--- src/rtl/csd_regs.svh ---
// Purpose: offsets, fields, reset values and divider constants
// Assumes: included by bare name
// Notes: byte offsets on a 32-bit AHB-Lite slave, one aligned word per register
`ifndef CSD_REGS_SVH
`define CSD_REGS_SVH

////////////////////////////////////////////////////////////////////////////////
// register byte offsets (low eight address bits)
`define CSD_OFF_DIVISOR 8'h00
`define CSD_OFF_FEEDBACK 8'h04
`define CSD_OFF_TUNE 8'h08
`define CSD_OFF_CTRL 8'h0C
`define CSD_OFF_STATUS 8'h10

////////////////////////////////////////////////////////////////////////////////
// clock divisor register fields
`define CSD_RCPS_LSB 8
`define CSD_RCPS_MSB 10
`define CSD_POST_LSB 6
`define CSD_POST_MSB 7
`define CSD_PRE_LSB 0
`define CSD_PRE_MSB 4
// feedback divisor and tuning fields
`define CSD_FB_MSB 8
`define CSD_TUNE_MSB 5
// control register fields
`define CSD_SWREQ_BIT 0
`define CSD_NEWSEL_LSB 8
`define CSD_NEWSEL_MSB 10

////////////////////////////////////////////////////////////////////////////////
// reset values
`define CSD_RCPS_RST 3'h0
`define CSD_POST_RST 2'h1
`define CSD_PRE_RST 5'h00
`define CSD_FB_RST 9'h000
`define CSD_TUNE_RST 6'h00

////////////////////////////////////////////////////////////////////////////////
// divider constants
`define CSD_DIV_W 10
`define CSD_DIV_ONE 10'h001
`define CSD_PLL_OFFSET 10'h002
`define CSD_FIXED16_DIV 10'h010
`define CSD_CY_DIV 10'h002

`endif

--- src/rtl/csd_pkg.sv ---
// Purpose: types shared by the clock select design files
// Assumes: every use is package-qualified
// Notes: encodings of the select field follow the configuration codes
package csd_pkg;

   // oscillator selection codes, same as the initial select field
   typedef enum logic [2:0] {
      CSD_SEL_FAST_RC = 3'h0,
      CSD_SEL_FAST_RC_PLL = 3'h1,
      CSD_SEL_PRIMARY = 3'h2,
      CSD_SEL_PRIMARY_PLL = 3'h3,
      CSD_SEL_SECONDARY = 3'h4,
      CSD_SEL_SLOW_RC = 3'h5,
      CSD_SEL_FAST_RC_DIV16 = 3'h6,
      CSD_SEL_FAST_RC_POST = 3'h7
   } csd_osc_sel_e;

   // primary oscillator kind codes
   typedef enum logic [1:0] {
      CSD_PRI_EXT_CLOCK = 2'h0,
      CSD_PRI_CRYSTAL = 2'h1,
      CSD_PRI_HIGH_SPEED = 2'h2,
      CSD_PRI_OFF = 2'h3
   } csd_pri_kind_e;

   // the twelve clock modes
   typedef enum logic [3:0] {
      CSD_MODE_RC_POSTSCALE = 4'h0,
      CSD_MODE_RC_DIV16 = 4'h1,
      CSD_MODE_SLOW_RC = 4'h2,
      CSD_MODE_SECONDARY = 4'h3,
      CSD_MODE_HSPEED_PLL = 4'h4,
      CSD_MODE_CRYSTAL_PLL = 4'h5,
      CSD_MODE_EXTCLK_PLL = 4'h6,
      CSD_MODE_HSPEED = 4'h7,
      CSD_MODE_CRYSTAL = 4'h8,
      CSD_MODE_EXTCLK = 4'h9,
      CSD_MODE_RC_PLL = 4'hA,
      CSD_MODE_RC = 4'hB
   } csd_mode_e;

   // clock switch sequencer states
   typedef enum logic [1:0] {
      CSD_SW_IDLE = 2'b00,
      CSD_SW_WAIT = 2'b01
   } csd_sw_state_e;

endpackage

--- src/rtl/csd_div_if.sv ---
// Purpose: carrier between the top and one event divider
// Assumes: single system clock
// Notes: ticks are one-cycle pulses
`timescale 1ns/1ns
`default_nettype none
`include "csd_regs.svh"
interface csd_div_if;
   logic in_tick; // input event pulse
   logic [`CSD_DIV_W-1:0] divisor; // requested division factor
   logic out_tick; // divided event pulse
   modport div (input in_tick, input divisor, output out_tick);
   modport user (output in_tick, output divisor, input out_tick);
endinterface
`default_nettype wire

--- src/rtl/csd_clock_divisor_reg.sv ---
// Purpose: divide an event pulse stream by a programmable factor
// Assumes: divisor of zero behaves as one
// Notes: a new factor is taken only at the end of a full output period
`timescale 1ns/1ns
`default_nettype none
`include "csd_regs.svh"
module csd_clock_divisor_reg (
   input wire logic clk,
   input wire logic rst_n,
   csd_div_if.div dv
);
   logic [`CSD_DIV_W-1:0] cnt_r; // events seen in this period
   logic [`CSD_DIV_W-1:0] cnt_nxt;
   logic [`CSD_DIV_W-1:0] div_r; // factor in use this period
   logic [`CSD_DIV_W-1:0] div_nxt;
   logic [`CSD_DIV_W-1:0] load_val; // sanitised requested factor
   logic term; // last event of the period

   ////////////////////////////////////////////////////////////////////////////
   // factor latched at period end, so a change never cuts a period short
   assign load_val = (dv.divisor == '0) ? `CSD_DIV_ONE : dv.divisor;
   assign term = (cnt_r == (div_r - `CSD_DIV_ONE));
   assign dv.out_tick = dv.in_tick & term;
   assign cnt_nxt = !dv.in_tick ? cnt_r : (term ? '0 : cnt_r + `CSD_DIV_ONE);
   assign div_nxt = (dv.in_tick & term) ? load_val : div_r;

   // counter and factor state
   always_ff @(posedge clk or negedge rst_n) begin
      if (!rst_n) begin
         cnt_r <= '0;
         div_r <= `CSD_DIV_ONE;
      end else begin
         cnt_r <= cnt_nxt;
         div_r <= div_nxt;
      end
   end
endmodule // csd_clock_divisor_reg
`default_nettype wire

--- src/rtl/csd_top.sv ---
// Purpose: system clock source select, fast RC postscaler and PLL dividers
// Assumes: oscillator and VCO outputs arrive as slow pins sampled by clk
// Notes: all derived clocks are one-cycle enable pulses on clk
//
// Overview of operation
// - fast RC postscaler up to 1:256
// - fast RC trim from tuning register
// - slow RC feeds watchdog and failsafe monitor
// - reset source from configuration select fields
// - erased configuration gives fast RC
// - fields encode twelve clock modes
// - oscillator output divided by two
// - PLL only for primary and fast RC
// - prescale factor two to 33, zero gives two
// - feedback factor from nine-bit field
// - postscale factor two, four or eight
// - output equals input times feedback over prescales
// - select and primary kind code tables
// - postscale encoding, reset default divide by four
// - fast RC postscale encoding, default divide by one
//
// Our own choices: the register offsets and register access over AHB-Lite.
`timescale 1ns/1ns
`default_nettype none
`include "csd_regs.svh"
module csd_top (
   input wire logic clk,
   input wire logic rst_n,
   // AHB-Lite slave
   input wire logic hsel,
   input wire logic [31:0] haddr,
   input wire logic [1:0] htrans,
   input wire logic hwrite,
   input wire logic [2:0] hsize,
   input wire logic [31:0] hwdata,
   input wire logic hready,
   output logic hreadyout,
   output logic hresp,
   output logic [31:0] hrdata,
   // nonvolatile configuration fields
   input wire logic [2:0] initial_osc_sel,
   input wire logic [1:0] primary_osc_kind,
   // oscillator and VCO pins
   input wire logic fast_rc_osc,
   input wire logic primary_osc,
   input wire logic secondary_osc,
   input wire logic slow_rc_osc,
   input wire logic vco_osc,
   // derived clock enables
   output logic osc_tick,
   output logic instr_tick,
   output logic peripheral_timebase_tick,
   output logic watchdog_ref_tick,
   output logic failsafe_ref_tick,
   output logic pll_ref_tick,
   output logic pll_fb_tick,
   // analog controls
   output logic pll_en,
   output logic primary_amp_en,
   output logic primary_high_gain,
   output logic [5:0] rc_tune
);

   ////////////////////////////////////////////////////////////////////////////
   // helper functions

   // fast RC postscale code to factor
   function automatic logic [`CSD_DIV_W-1:0] rc_post_div(input logic [2:0] code);
      case (code)
         3'h0: rc_post_div = 10'h001;
         3'h1: rc_post_div = 10'h002;
         3'h2: rc_post_div = 10'h004;
         3'h3: rc_post_div = 10'h008;
         3'h4: rc_post_div = 10'h010;
         3'h5: rc_post_div = 10'h020;
         3'h6: rc_post_div = 10'h040;
         default: rc_post_div = 10'h100;
      endcase
   endfunction

   // PLL postscale code to factor; the reserved code keeps divide by four
   function automatic logic [`CSD_DIV_W-1:0] pll_post_div(input logic [1:0] code);
      case (code)
         2'h0: pll_post_div = 10'h002;
         2'h3: pll_post_div = 10'h008;
         default: pll_post_div = 10'h004;
      endcase
   endfunction

   // primary select with its oscillator off falls back to fast RC
   function automatic csd_pkg::csd_osc_sel_e eff_sel(input logic [2:0] sel,
                                                     input logic [1:0] kind);
      if ((sel[2:1] == 2'b01) && (kind == csd_pkg::CSD_PRI_OFF)) begin
         eff_sel = csd_pkg::CSD_SEL_FAST_RC;
      end else begin
         eff_sel = csd_pkg::csd_osc_sel_e'(sel);
      end
   endfunction

   // select and primary kind to one of the twelve modes
   function automatic csd_pkg::csd_mode_e mode_of(input logic [2:0] sel,
                                                  input logic [1:0] kind);
      logic pll;
      pll = sel[0];
      case (sel)
         3'h7: mode_of = csd_pkg::CSD_MODE_RC_POSTSCALE;
         3'h6: mode_of = csd_pkg::CSD_MODE_RC_DIV16;
         3'h5: mode_of = csd_pkg::CSD_MODE_SLOW_RC;
         3'h4: mode_of = csd_pkg::CSD_MODE_SECONDARY;
         3'h2, 3'h3: begin
            case (kind)
               2'h2: mode_of = pll ? csd_pkg::CSD_MODE_HSPEED_PLL
                                   : csd_pkg::CSD_MODE_HSPEED;
               2'h1: mode_of = pll ? csd_pkg::CSD_MODE_CRYSTAL_PLL
                                   : csd_pkg::CSD_MODE_CRYSTAL;
               default: mode_of = pll ? csd_pkg::CSD_MODE_EXTCLK_PLL
                                      : csd_pkg::CSD_MODE_EXTCLK;
            endcase
         end
         3'h1: mode_of = csd_pkg::CSD_MODE_RC_PLL;
         default: mode_of = csd_pkg::CSD_MODE_RC;
      endcase
   endfunction

   ////////////////////////////////////////////////////////////////////////////
   // pin synchronisers: three stages, a change counts once stages two and
   // three agree, which also rejects a single-sample glitch
   logic [4:0] pin_s1_r; // first stage, read only by the second
   logic [4:0] pin_s2_r;
   logic [4:0] pin_s3_r;
   logic [4:0] pin_lvl_r; // accepted level
   logic [4:0] pin_lvl_nxt;
   logic [4:0] pin_rise; // rising event per pin
   logic [4:0] pin_agree;

   assign pin_agree = ~(pin_s2_r ^ pin_s3_r);
   assign pin_lvl_nxt = (pin_agree & pin_s3_r) | (~pin_agree & pin_lvl_r);
   assign pin_rise = pin_lvl_nxt & ~pin_lvl_r;

   // synchroniser stages
   always_ff @(posedge clk or negedge rst_n) begin
      if (!rst_n) begin
         pin_s1_r <= 5'h00;
         pin_s2_r <= 5'h00;
         pin_s3_r <= 5'h00;
         pin_lvl_r <= 5'h00;
      end else begin
         pin_s1_r <= {vco_osc, slow_rc_osc, secondary_osc, primary_osc, fast_rc_osc};
         pin_s2_r <= pin_s1_r;
         pin_s3_r <= pin_s2_r;
         pin_lvl_r <= pin_lvl_nxt;
      end
   end

   logic fast_rise; // fast RC edge
   logic pri_rise; // primary edge
   logic sec_rise; // secondary edge
   logic slow_rise; // slow RC edge
   logic vco_rise; // VCO edge
   assign fast_rise = pin_rise[0];
   assign pri_rise = pin_rise[1];
   assign sec_rise = pin_rise[2];
   assign slow_rise = pin_rise[3];
   assign vco_rise = pin_rise[4];

   ////////////////////////////////////////////////////////////////////////////
   // AHB-Lite slave: zero wait states, always OKAY
   logic dp_wr_r; // write data phase pending
   logic [7:0] dp_addr_r; // address of that write
   logic [31:0] hrdata_r; // read data captured at the address phase
   logic addr_ok; // address phase accepted
   logic wr_div; // write strobes in the data phase
   logic wr_fb;
   logic wr_tune;
   logic wr_ctrl;
   logic [31:0] rd_val;

   assign addr_ok = hsel & htrans[1] & hready;
   assign wr_div = dp_wr_r & (dp_addr_r == `CSD_OFF_DIVISOR);
   assign wr_fb = dp_wr_r & (dp_addr_r == `CSD_OFF_FEEDBACK);
   assign wr_tune = dp_wr_r & (dp_addr_r == `CSD_OFF_TUNE);
   assign wr_ctrl = dp_wr_r & (dp_addr_r == `CSD_OFF_CTRL);
   assign hreadyout = 1'b1;
   assign hresp = 1'b0;
   assign hrdata = hrdata_r;

   ////////////////////////////////////////////////////////////////////////////
   // software registers and clock state
   logic [2:0] rc_postscale_sel_r; // fast RC postscale code
   logic [1:0] postscale_field_r; // PLL postscale code
   logic [4:0] prescale_field_r; // PLL prescale code
   logic [8:0] feedback_field_r; // PLL feedback code
   logic [5:0] tune_r; // fast RC trim
   logic [2:0] new_sel_r; // requested source
   logic swreq_r; // switch request pending
   logic swreq_nxt;
   logic [1:0] kind_r; // captured primary kind
   logic cap_done_r; // configuration captured
   csd_pkg::csd_osc_sel_e cur_sel_r; // source in use
   csd_pkg::csd_osc_sel_e cur_sel_nxt;
   csd_pkg::csd_sw_state_e sw_state_r;
   csd_pkg::csd_sw_state_e sw_state_nxt;
   csd_pkg::csd_mode_e cur_mode;
   logic sw_done; // switch applied this cycle
   logic pll_act; // current source uses the PLL
   logic cy_boundary; // end of an instruction period

   assign cur_mode = mode_of(cur_sel_r, kind_r);
   assign pll_act = (cur_sel_r == csd_pkg::CSD_SEL_FAST_RC_PLL) |
                    (cur_sel_r == csd_pkg::CSD_SEL_PRIMARY_PLL);

   // readback mux
   always_comb begin
      rd_val = 32'h0000_0000;
      case (haddr[7:0])
         `CSD_OFF_DIVISOR: begin
            rd_val[`CSD_RCPS_MSB:`CSD_RCPS_LSB] = rc_postscale_sel_r;
            rd_val[`CSD_POST_MSB:`CSD_POST_LSB] = postscale_field_r;
            rd_val[`CSD_PRE_MSB:`CSD_PRE_LSB] = prescale_field_r;
         end
         `CSD_OFF_FEEDBACK: rd_val[`CSD_FB_MSB:0] = feedback_field_r;
         `CSD_OFF_TUNE: rd_val[`CSD_TUNE_MSB:0] = tune_r;
         `CSD_OFF_CTRL: begin
            rd_val[`CSD_NEWSEL_MSB:`CSD_NEWSEL_LSB] = new_sel_r;
            rd_val[`CSD_SWREQ_BIT] = swreq_r;
         end
         `CSD_OFF_STATUS: rd_val = {20'h00000, cur_mode, 1'b0, swreq_r, pll_act,
                                    kind_r, cur_sel_r};
         default: rd_val = 32'h0000_0000; // unmapped reads as zero
      endcase
   end

   // bus phase tracking
   always_ff @(posedge clk or negedge rst_n) begin
      if (!rst_n) begin
         dp_wr_r <= 1'b0;
         dp_addr_r <= 8'h00;
         hrdata_r <= 32'h0000_0000;
      end else begin
         dp_wr_r <= addr_ok & hwrite;
         dp_addr_r <= haddr[7:0];
         if (addr_ok & !hwrite) begin
            hrdata_r <= rd_val;
         end
      end
   end

   // divider and trim registers
   always_ff @(posedge clk or negedge rst_n) begin
      if (!rst_n) begin
         rc_postscale_sel_r <= `CSD_RCPS_RST;
         postscale_field_r <= `CSD_POST_RST;
         prescale_field_r <= `CSD_PRE_RST;
         feedback_field_r <= `CSD_FB_RST;
         tune_r <= `CSD_TUNE_RST;
      end else begin
         if (wr_div) begin
            rc_postscale_sel_r <= hwdata[`CSD_RCPS_MSB:`CSD_RCPS_LSB];
            postscale_field_r <= hwdata[`CSD_POST_MSB:`CSD_POST_LSB];
            prescale_field_r <= hwdata[`CSD_PRE_MSB:`CSD_PRE_LSB];
         end
         if (wr_fb) begin
            feedback_field_r <= hwdata[`CSD_FB_MSB:0];
         end
         if (wr_tune) begin
            tune_r <= hwdata[`CSD_TUNE_MSB:0];
         end
      end
   end

   ////////////////////////////////////////////////////////////////////////////
   // clock switch: the new source takes over only at an instruction period
   // boundary, so no shortened period reaches the core; a dead old source
   // therefore stalls the switch (no failsafe takeover here)
   assign sw_done = (sw_state_r == csd_pkg::CSD_SW_WAIT) & cy_boundary;
   // a software set in the clearing cycle wins
   assign swreq_nxt = (wr_ctrl & hwdata[`CSD_SWREQ_BIT]) | (swreq_r & ~sw_done);

   // sequencer next state
   always_comb begin
      sw_state_nxt = sw_state_r;
      cur_sel_nxt = cur_sel_r;
      case (sw_state_r)
         csd_pkg::CSD_SW_IDLE: begin
            if (swreq_r) begin
               sw_state_nxt = csd_pkg::CSD_SW_WAIT;
            end
         end
         csd_pkg::CSD_SW_WAIT: begin
            if (cy_boundary) begin
               cur_sel_nxt = eff_sel(new_sel_r, kind_r);
               sw_state_nxt = csd_pkg::CSD_SW_IDLE;
            end
         end
         default: sw_state_nxt = csd_pkg::CSD_SW_IDLE;
      endcase
   end

   // source state and configuration capture after reset release
   always_ff @(posedge clk or negedge rst_n) begin
      if (!rst_n) begin
         cap_done_r <= 1'b0;
         kind_r <= 2'h0;
         new_sel_r <= 3'h0;
         swreq_r <= 1'b0;
         cur_sel_r <= csd_pkg::CSD_SEL_FAST_RC;
         sw_state_r <= csd_pkg::CSD_SW_IDLE;
      end else if (!cap_done_r) begin
         cap_done_r <= 1'b1;
         kind_r <= primary_osc_kind;
         new_sel_r <= initial_osc_sel;
         cur_sel_r <= eff_sel(initial_osc_sel, primary_osc_kind);
      end else begin
         if (wr_ctrl) begin
            new_sel_r <= hwdata[`CSD_NEWSEL_MSB:`CSD_NEWSEL_LSB];
         end
         swreq_r <= swreq_nxt;
         cur_sel_r <= cur_sel_nxt;
         sw_state_r <= sw_state_nxt;
      end
   end

   ////////////////////////////////////////////////////////////////////////////
   // divider chain
   csd_div_if rcps_if ();
   csd_div_if pre_if ();
   csd_div_if fb_if ();
   csd_div_if post_if ();
   csd_div_if cy_if ();
   logic pll_fin; // PLL input events
   logic osc_ev; // selected oscillator events

   assign rcps_if.in_tick = fast_rise;
   assign rcps_if.divisor = (cur_sel_r == csd_pkg::CSD_SEL_FAST_RC_DIV16) ?
                            `CSD_FIXED16_DIV : rc_post_div(rc_postscale_sel_r);
   assign pll_fin = (cur_sel_r == csd_pkg::CSD_SEL_PRIMARY_PLL) ? pri_rise : fast_rise;
   assign pre_if.in_tick = pll_fin & pll_act;
   assign pre_if.divisor = {5'h00, prescale_field_r} + `CSD_PLL_OFFSET;
   assign fb_if.in_tick = vco_rise & pll_act;
   assign fb_if.divisor = {1'b0, feedback_field_r} + `CSD_PLL_OFFSET;
   assign post_if.in_tick = vco_rise & pll_act;
   assign post_if.divisor = pll_post_div(postscale_field_r);

   // source multiplexer
   always_comb begin
      case (cur_sel_r)
         csd_pkg::CSD_SEL_FAST_RC: osc_ev = fast_rise;
         csd_pkg::CSD_SEL_FAST_RC_PLL: osc_ev = post_if.out_tick;
         csd_pkg::CSD_SEL_PRIMARY: osc_ev = pri_rise;
         csd_pkg::CSD_SEL_PRIMARY_PLL: osc_ev = post_if.out_tick;
         csd_pkg::CSD_SEL_SECONDARY: osc_ev = sec_rise;
         csd_pkg::CSD_SEL_SLOW_RC: osc_ev = slow_rise;
         default: osc_ev = rcps_if.out_tick;
      endcase
   end

   assign cy_if.in_tick = osc_ev;
   assign cy_if.divisor = `CSD_CY_DIV;
   assign cy_boundary = cy_if.out_tick;

   csd_clock_divisor_reg u_rcps (.clk(clk), .rst_n(rst_n), .dv(rcps_if));
   csd_clock_divisor_reg u_pre (.clk(clk), .rst_n(rst_n), .dv(pre_if));
   csd_clock_divisor_reg u_fb (.clk(clk), .rst_n(rst_n), .dv(fb_if));
   csd_clock_divisor_reg u_post (.clk(clk), .rst_n(rst_n), .dv(post_if));
   csd_clock_divisor_reg u_cy (.clk(clk), .rst_n(rst_n), .dv(cy_if));

   ////////////////////////////////////////////////////////////////////////////
   // registered outputs
   always_ff @(posedge clk or negedge rst_n) begin
      if (!rst_n) begin
         osc_tick <= 1'b0;
         instr_tick <= 1'b0;
         peripheral_timebase_tick <= 1'b0;
         watchdog_ref_tick <= 1'b0;
         failsafe_ref_tick <= 1'b0;
         pll_ref_tick <= 1'b0;
         pll_fb_tick <= 1'b0;
         pll_en <= 1'b0;
         primary_amp_en <= 1'b0;
         primary_high_gain <= 1'b0;
         rc_tune <= `CSD_TUNE_RST;
      end else begin
         osc_tick <= osc_ev;
         instr_tick <= cy_if.out_tick;
         peripheral_timebase_tick <= cy_if.out_tick;
         watchdog_ref_tick <= slow_rise;
         failsafe_ref_tick <= slow_rise;
         pll_ref_tick <= pre_if.out_tick;
         pll_fb_tick <= fb_if.out_tick;
         pll_en <= pll_act;
         // amplifier only for crystal kinds on a primary source
         primary_amp_en <= (cur_sel_r[2:1] == 2'b01) &
                           ((kind_r == csd_pkg::CSD_PRI_CRYSTAL) |
                            (kind_r == csd_pkg::CSD_PRI_HIGH_SPEED));
         primary_high_gain <= (cur_sel_r[2:1] == 2'b01) &
                              (kind_r == csd_pkg::CSD_PRI_HIGH_SPEED);
         rc_tune <= tune_r;
      end
   end

endmodule // csd_top
`default_nettype wire

--- config.mk ---
export PLATFORM = sky130hd
export DESIGN_NAME = csd_top
export DESIGN_NICKNAME = d
export VERILOG_FILES = /design/src/rtl/csd_pkg.sv /design/src/rtl/csd_div_if.sv /design/src/rtl/csd_clock_divisor_reg.sv /design/src/rtl/csd_top.sv
export VERILOG_INCLUDE_DIRS = /design/src /design/src/rtl
export SDC_FILE = /design/constraint.sdc
export NUM_CORES = 1
export LEC_CHECK = 0
export ABC_AREA = 1
export BUFFER_PORTS_ARGS = -buffer_cell sky130_fd_sc_hd__buf_2
export CAP_MARGIN = 20
export CELL_PAD_IN_SITES_DETAIL_PLACEMENT = 1
export CELL_PAD_IN_SITES_GLOBAL_PLACEMENT = 1
export CORE_MARGIN = 3
export CORE_UTILIZATION = 43
export DETAILED_ROUTE_END_ITERATION = 7
export PLACE_DENSITY_LB_ADDON = 0.05
export SYNTH_ARGS = -nofsm -noshare
export SYNTH_HDL_FRONTEND = slang
export SYNTH_SLANG_ARGS = --single-unit
--- constraint.sdc ---
create_clock -name clk -period 2.8 [get_ports clk]
set_input_delay 0.84 -clock clk [delete_from_list [all_inputs] [get_ports clk]]
set_output_delay 0.84 -clock clk [all_outputs]
set_load 0.01 [all_outputs]
==> results of run 1 <==
[critical path, delay by kind of cell (launching register included)]
family	cells	cell delay [ns]
compound gates	1	0.20
fa+ha+maj	1	0.28
buf+inv	1	0.04
flops	1	0.57
simple gates	10	1.17
xor+xnor	1	0.14
[cell families (layout without fill, tap and decap cells)]
| family | Yosys count | after routing |
|---|---|---|
| xor gates and xnor gates | 53 | 53 |
| AOI/OAI and AO/OA | 157 | 157 |
| and+or+nand+nor | 511 | 512 |
| buffers and inverters | 222 | 283 |
| adders and majority gates | 23 | 23 |
| DFF | 171 | 171 |
| other | 2 | 23 |
[layout make-up]
cell class,count,share of cell area (%)
flip-flops and latches,171,40.6
clock inverters,13,1.81
inverters,179,6.43
multi-input cells,768,39.6
clock buffers,19,4.20
well taps,275,3.26
repair buffers,72,4.07
[metrics by stage]
stage	util, %	power (W)	instances	instance area [um^2]
floorplan	-	0.00348	1160	9410
global placement	46.8	0.00374	1464	9900
detailed placement	46.8	0.00378	1464	9900
CTS	49.8	0.00638	1496	10500
global route	49.9	0.00664	1497	10500
finish	49.9	0.00631	1497	10500
[registers in the layout, summed over array words and instances, names as in the netlist, 4 cells and up]
| signal | cells |
|---|---|
| feedback_field_r | 9 |
| u_cy.cnt_r | 10 |
| pin_s1_r | 5 |
| u_fb.div_r | 10 |
| tune_r | 6 |
| u_rcps.div_r | 8 |
| hrdata | 12 |
| u_post.div_r | 4 |
| u_fb.cnt_r | 10 |
| pin_s3_r | 5 |
| pin_lvl_r | 5 |
| u_rcps.cnt_r | 10 |
| u_post.cnt_r | 10 |
| pin_s2_r | 5 |
| u_pre.cnt_r | 10 |
| u_pre.div_r | 6 |
| dp_addr_r | 8 |
| rc_tune | 6 |
| prescale_field_r | 5 |
[routing by layer]
metal	routed length (um)	share of wire, %
met5	0	0
met4	312	1.3
met3	760	3.1
met2	11500	48
met1	11500	48
[worst min-delay path by stage]
stage | start | to | slack (ns) | cells after the start
3_3_place_gp | pin_s1_r[1] | pin_s2_r[1] | 0.33 | 0
6_report | rst_n | u_fb.cnt_r[3] | 0.33 | 1
2_1_floorplan | pin_s1_r[0] | pin_s2_r[0] | 0.33 | 0
4_1_cts | rst_n | u_fb.cnt_r[3] | 0.34 | 1
5_1_grt | rst_n | u_fb.cnt_r[3] | 0.35 | 1
3_5_place_dp | pin_s1_r[2] | pin_s2_r[2] | 0.34 | 0
[where the power goes]
part           total [W]  internal (W)  leakage, nW  switching [W]
clock network    0.00258       0.00153        0.305        0.00105
registers        0.00285       0.00265         2.09       0.000197
logic           0.000875      0.000312         2.99       0.000563
total            0.00631       0.00449         5.38        0.00181
[cell usage in the layout, fill, tap and decap left out, types with 3 or more instances in the layout]
master     count
nand2_1      239
inv_1        165
dfrtp_1      165
nor2_1        89
o21ai_0       84
nand3_1       64
buf_2         61
xor2_1        37
nor3_1        25
nand4_1       24
a21oi_1       24
conb_1        23
ha_1          18
clkbuf_16     17
xnor2_1       15
inv_2         10
nand2_2       10
nor3_2         9
nand3b_1       9
o21ai_2        8
nand3_2        7
nor4_1         7
buf_4          7
nor2_2         6
o22ai_1        6
dfstp_2        6
o21ai_1        5
or2_2          5
nor3b_1        5
o31ai_1        5
a221oi_1       5
maj3_1         4
a31oi_1        4
o221ai_1       4
bufinv_16      4
o21bai_1       3
nand3_4        3
clkinv_2       3
clkinv_4       3
buf_12         3
==> results_dict.tcl, run 1 <==
set metrics [dict create \
    status "completed" \
    peakVddDrop_v 0.000469 \
    crit_slowest_cell "dfstp_2" \
    worstPathArrival_ns 2.83 \
    crit_chain "inv_2 > nand2_1 > nor2_2 > ha_1 > xor2_1 > nand2_1 > nor2_1 > nand2_1 > nor2_1 > nand4_2 > nand2_2 > nand4_1 > o21bai_1 > nand2_1" \
    tightestPinTransition_ns 0.651 \
    worstSetupPathType "flip-flop to flip-flop" \
    cp-end-kind "flip-flop" \
    place_congestion 0.850 \
    setup_viol_count_final 0 \
    rr_endpoint "swreq_r" \
    grt_remaining_overflow 0 \
    synth_simple_gate_area_share_pct 25.7 \
    synth_cell_types 59 \
    synth_top_area_share_pct 44.2 \
    fp-row-count 53 \
    synthMuxAreaShare_pct 0 \
    fmax_mhz 397 \
    ys.flop_type "dfrtp_1" \
    cp_common_cell "nand2_1" \
    ff2ff_setup_slack_ns 0.28 \
    area_growth_pct 13.0 \
    cts_hold_buf 0 \
    clockBufferDepth 2 \
    fp.dieH_um 153 \
    totalNegativeSetupSlack_ns 0 \
    syn_inst 1139 \
    antenna_found_initial 0 \
    grt.busiest_layer "met2" \
    grt_pass1_vias 8075 \
    drtIter0Drc 294 \
    holdWs_ns 0.328 \
    required_ns 3.12 \
    finalHoldViolCount 0 \
    power_density_mw_per_mm2 598 \
    start_util_pct 44.1 \
    start_kind "flip-flop" \
    cts.sinks 171 \
    port_buffers 62 \
    drive_above_1_share_pct 14.6 \
    yosys_warnings 0 \
    synth_top_area_cell "dfrtp_1" \
    ys_seq_elements 171 \
    critical_path.max_fanout 4 \
    ios 134 \
    period_minus_slack_ns 2.52 \
    routed_via_density 5.10 \
    synth_most_common_cell "nand2_1" \
    grt_first_pass_wirelength_um 40800 \
    htree_levels 4 \
    synth-adder-area-share_pct 2.96 \
    crit_path_start "u_post.div_r[0]" \
    critPathCapture "swreq_r" \
    dieWidth_um 153 \
    slew_headroom_pct 56.5 \
    dp_slack_ns 0.265 \
    final_max_slew_viol_count 0 \
    cts.clk_slew.worst_paths_ns 0.07 \
    timing.final.crit_share_pct 89.8 \
    die-area_mm2 0.0235 \
    cts_made_buffers 17 \
    synth_commonest_cells "nand2_1 (239), dfrtp_1 (165), inv_1 (165)" \
    core_area_mm2 0.0212 \
    cts_resized 0 \
    synth.avg_cell_area_um2 8.19 \
    multiInputGateArea_mm2 0.00418 \
    synth_top_family_by_area "simple AND/OR/NAND/NOR gates" \
    nNetsFinal 1311 \
    synth.cell_area_mm2 0.00933 \
    drv_cap 0 \
    drc 0 \
    synth-xor-area-share_pct 5.12 \
    met3_usage_pct 3.26 \
    wl_um 24100 \
    grt_use_total_pct 21.2 \
    firstDrtPassIters 4 \
    postRouteAntennaNets 0 \
    vias 7630 \
    clk_latency_ns 0.44 \
    grt_use_met1_pct 29.0 \
    hold_path_class "primary input to async pin" \
    grtUsageMet2_pct 35.6 \
    worst_clock_skew_ns 0.0170 \
    slowest_delay_ns 0.57 \
    rsz0062_at_grt "no" \
    grt_max_degree 44 \
    cts_tree "yes" \
    ys_async_sr_fraction_pct 100 \
    dp_hpwl_um 18400 \
    diodes 0 \
    yosysSeqAreaShare_pct 45.9 \
    fillers 2628 \
    seqCellArea_mm2 0.00429 \
    cts_root_buf "clkbuf_16" \
    synth_compound_area_share_pct 9.85 \
    post_cts_buffers 0 \
    setup_slack_ns 0.284 \
    power.static_leakage_nw 5.38 \
    synth_area_leaders "dfrtp_1 (44%), nand2_1 (9.6%), inv_1 (6.6%), o21ai_0 (4.5%), nor2_1 (3.6%)" \
    synth-edff-count 0 \
    reg2reg_depth 14 \
    drt-wirelength-per-cell_um 16.1 \
    r2r-start "u_post.div_r[0]" \
]
Note: power is estimated with default switching activity, not from simulation.
==> inputs of run 2 (changes only) <==
clock period = 2.45 ns   (was 2.8 ns; I/O delays follow)
==> results_dict.tcl, run 2 (synthesis results as in run 1) <==
set metrics [dict create \
    status "completed" \
    ff2ff_setup_slack_ns 0.08 \
    routed_via_density 5.13 \
    diodes 0 \
    worst-path-buf-inv 1 \
    core_area_mm2 0.0212 \
    grt_max_degree 47 \
    dieWidth_um 153 \
    rr_endpoint "swreq_r" \
    rsz0062_at_grt "yes" \
    clk_latency_ns 0.42 \
    cts.clk_slew.worst_paths_ns 0.07 \
    drtIter0Drc 278 \
    worst_clock_skew_ns 0.0111 \
    fmax_mhz 421 \
    vias 7761 \
    place_congestion 0.858 \
    tightestPinTransition_ns 0.686 \
    largest_reg_flops 12 \
    antenna_found_initial 0 \
    cts.sinks 171 \
    peakVddDrop_v 0.000395 \
    cts_tree "yes" \
    worstSetupPathType "flip-flop to flip-flop" \
    cts_made_buffers 17 \
    placed_cell_area_mm2 0.0100 \
    grt_use_total_pct 21.4 \
    ios 134 \
    htree_levels 4 \
    seqCellArea_mm2 0.00429 \
    area_growth_pct 15.0 \
    slowest_delay_ns 0.54 \
    grt_pass1_vias 8139 \
    multiInputGateArea_mm2 0.00423 \
    period_minus_slack_ns 2.37 \
    slew_headroom_pct 54.1 \
    drive_above_1_share_pct 16.6 \
    drt-wirelength-per-cell_um 16.2 \
    final_util_pct 50.7 \
    hold_path_class "primary input to async pin" \
    clockBufferDepth 2 \
    crit_family "simple AND/OR/NAND/NOR gates" \
    power.static_leakage_nw 5.50 \
    cp-end-kind "flip-flop" \
    grt_first_pass_wirelength_um 41100 \
    critical_path.max_fanout 4 \
    dp_slack_ns 0.0371 \
    final_cell_mix "nand2_1 (238), dfrtp_1 (165), inv_1 (164)" \
    final_max_slew_viol_count 0 \
    fillers 2630 \
    start_util_pct 44.1 \
    setup_slack_ns 0.0756 \
    power_density_mw_per_mm2 674 \
    finalHoldViolCount 0 \
    grt_remaining_overflow 0 \
    worstPathArrival_ns 2.68 \
    drv_cap 0 \
    start_kind "flip-flop" \
    cts_root_buf "clkbuf_16" \
    die-area_mm2 0.0235 \
    port_buffers 62 \
    final_common_cell "nand2_1" \
    wl_um 24500 \
    totalNegativeSetupSlack_ns 0 \
    firstDrtPassIters 4 \
    crit_chain "inv_2 > nand2_2 > nor2_4 > ha_4 > xor2_1 > nand2_1 > nor2_2 > nand2_1 > nor2_2 > nand4_2 > nand2_2 > nand4_1 > o21bai_1 > nand2_1" \
    dp_hpwl_um 18700 \
    final_area_mm2 0.0107 \
    cp_common_cell "nand2_1" \
    drc 0 \
    timing.final.crit_share_pct 96.9 \
    crit_slowest_cell "dfstp_2" \
    nNetsFinal 1327 \
    dpl.cell_count 1478 \
    required_ns 2.76 \
    fp-row-count 53 \
    crit_cells 14 \
    postRouteAntennaNets 0 \
    setup_viol_count_final 0 \
    stdcell_count 1513 \
    r2r-start "u_post.div_r[0]" \
    fp.dieH_um 153 \
    reg2reg_depth 14 \
]
run 2: worst max path at each step:
stage,from,to,slack (ns)
CTS,u_post.div_r[0],swreq_r,0.02
global placement,u_post.div_r[0],swreq_r,0.1
floorplan,u_post.div_r[0],sw_state_r[0],0.29
detailed placement,u_post.div_r[0],swreq_r,0.04
finish,u_post.div_r[0],swreq_r,0.08
global route,u_post.div_r[0],swreq_r,-0.10
run 2: repair_timing:
item                                   CTS  global route
resized for setup                        1            19
pin swaps                                0            14
hold buffers                             0             0
setup endpoints to repair                1            44
setup buffers                            0             3
endpoints found under the hold margin    0             0
run 2: through the flow:
step           total power [W]  hold WS, ns
4_1_cts                0.00731        0.219
6_report               0.00724        0.215
3_3_place_gp           0.00428        0.332
2_1_floorplan          0.00398        0.331
3_5_place_dp           0.00433        0.336
5_1_grt                0.00765        0.229
run 2: cell type report:
| class | instances | share of cell area [%] |
|---|---|---|
| clock buffer | 22 | 4.32 |
| clock inverter | 10 | 1.54 |
| inverter | 179 | 6.34 |
| multi-input combinational | 767 | 39.4 |
| sequential | 171 | 39.9 |
| tap | 275 | 3.21 |
| timing repair buffer | 89 | 5.30 |
run 2: metal layers:
layer	GRT usage [%]	vias to the layer above	part of all wire (%)
li1	-	3798	-
met1	29.4	3805	48
met2	35.2	125	47
met3	3.57	33	3.0
met4	6.10	0	2.1
met5	0	-	0
run 2: report_power, final:
group	switching (W)	internal (W)	leakage, nW
Combinational	0.000669	0.000378	3.10
Clock	0.00117	0.00177	0.309
Sequential	0.000223	0.00303	2.09
Total	0.00206	0.00518	5.50
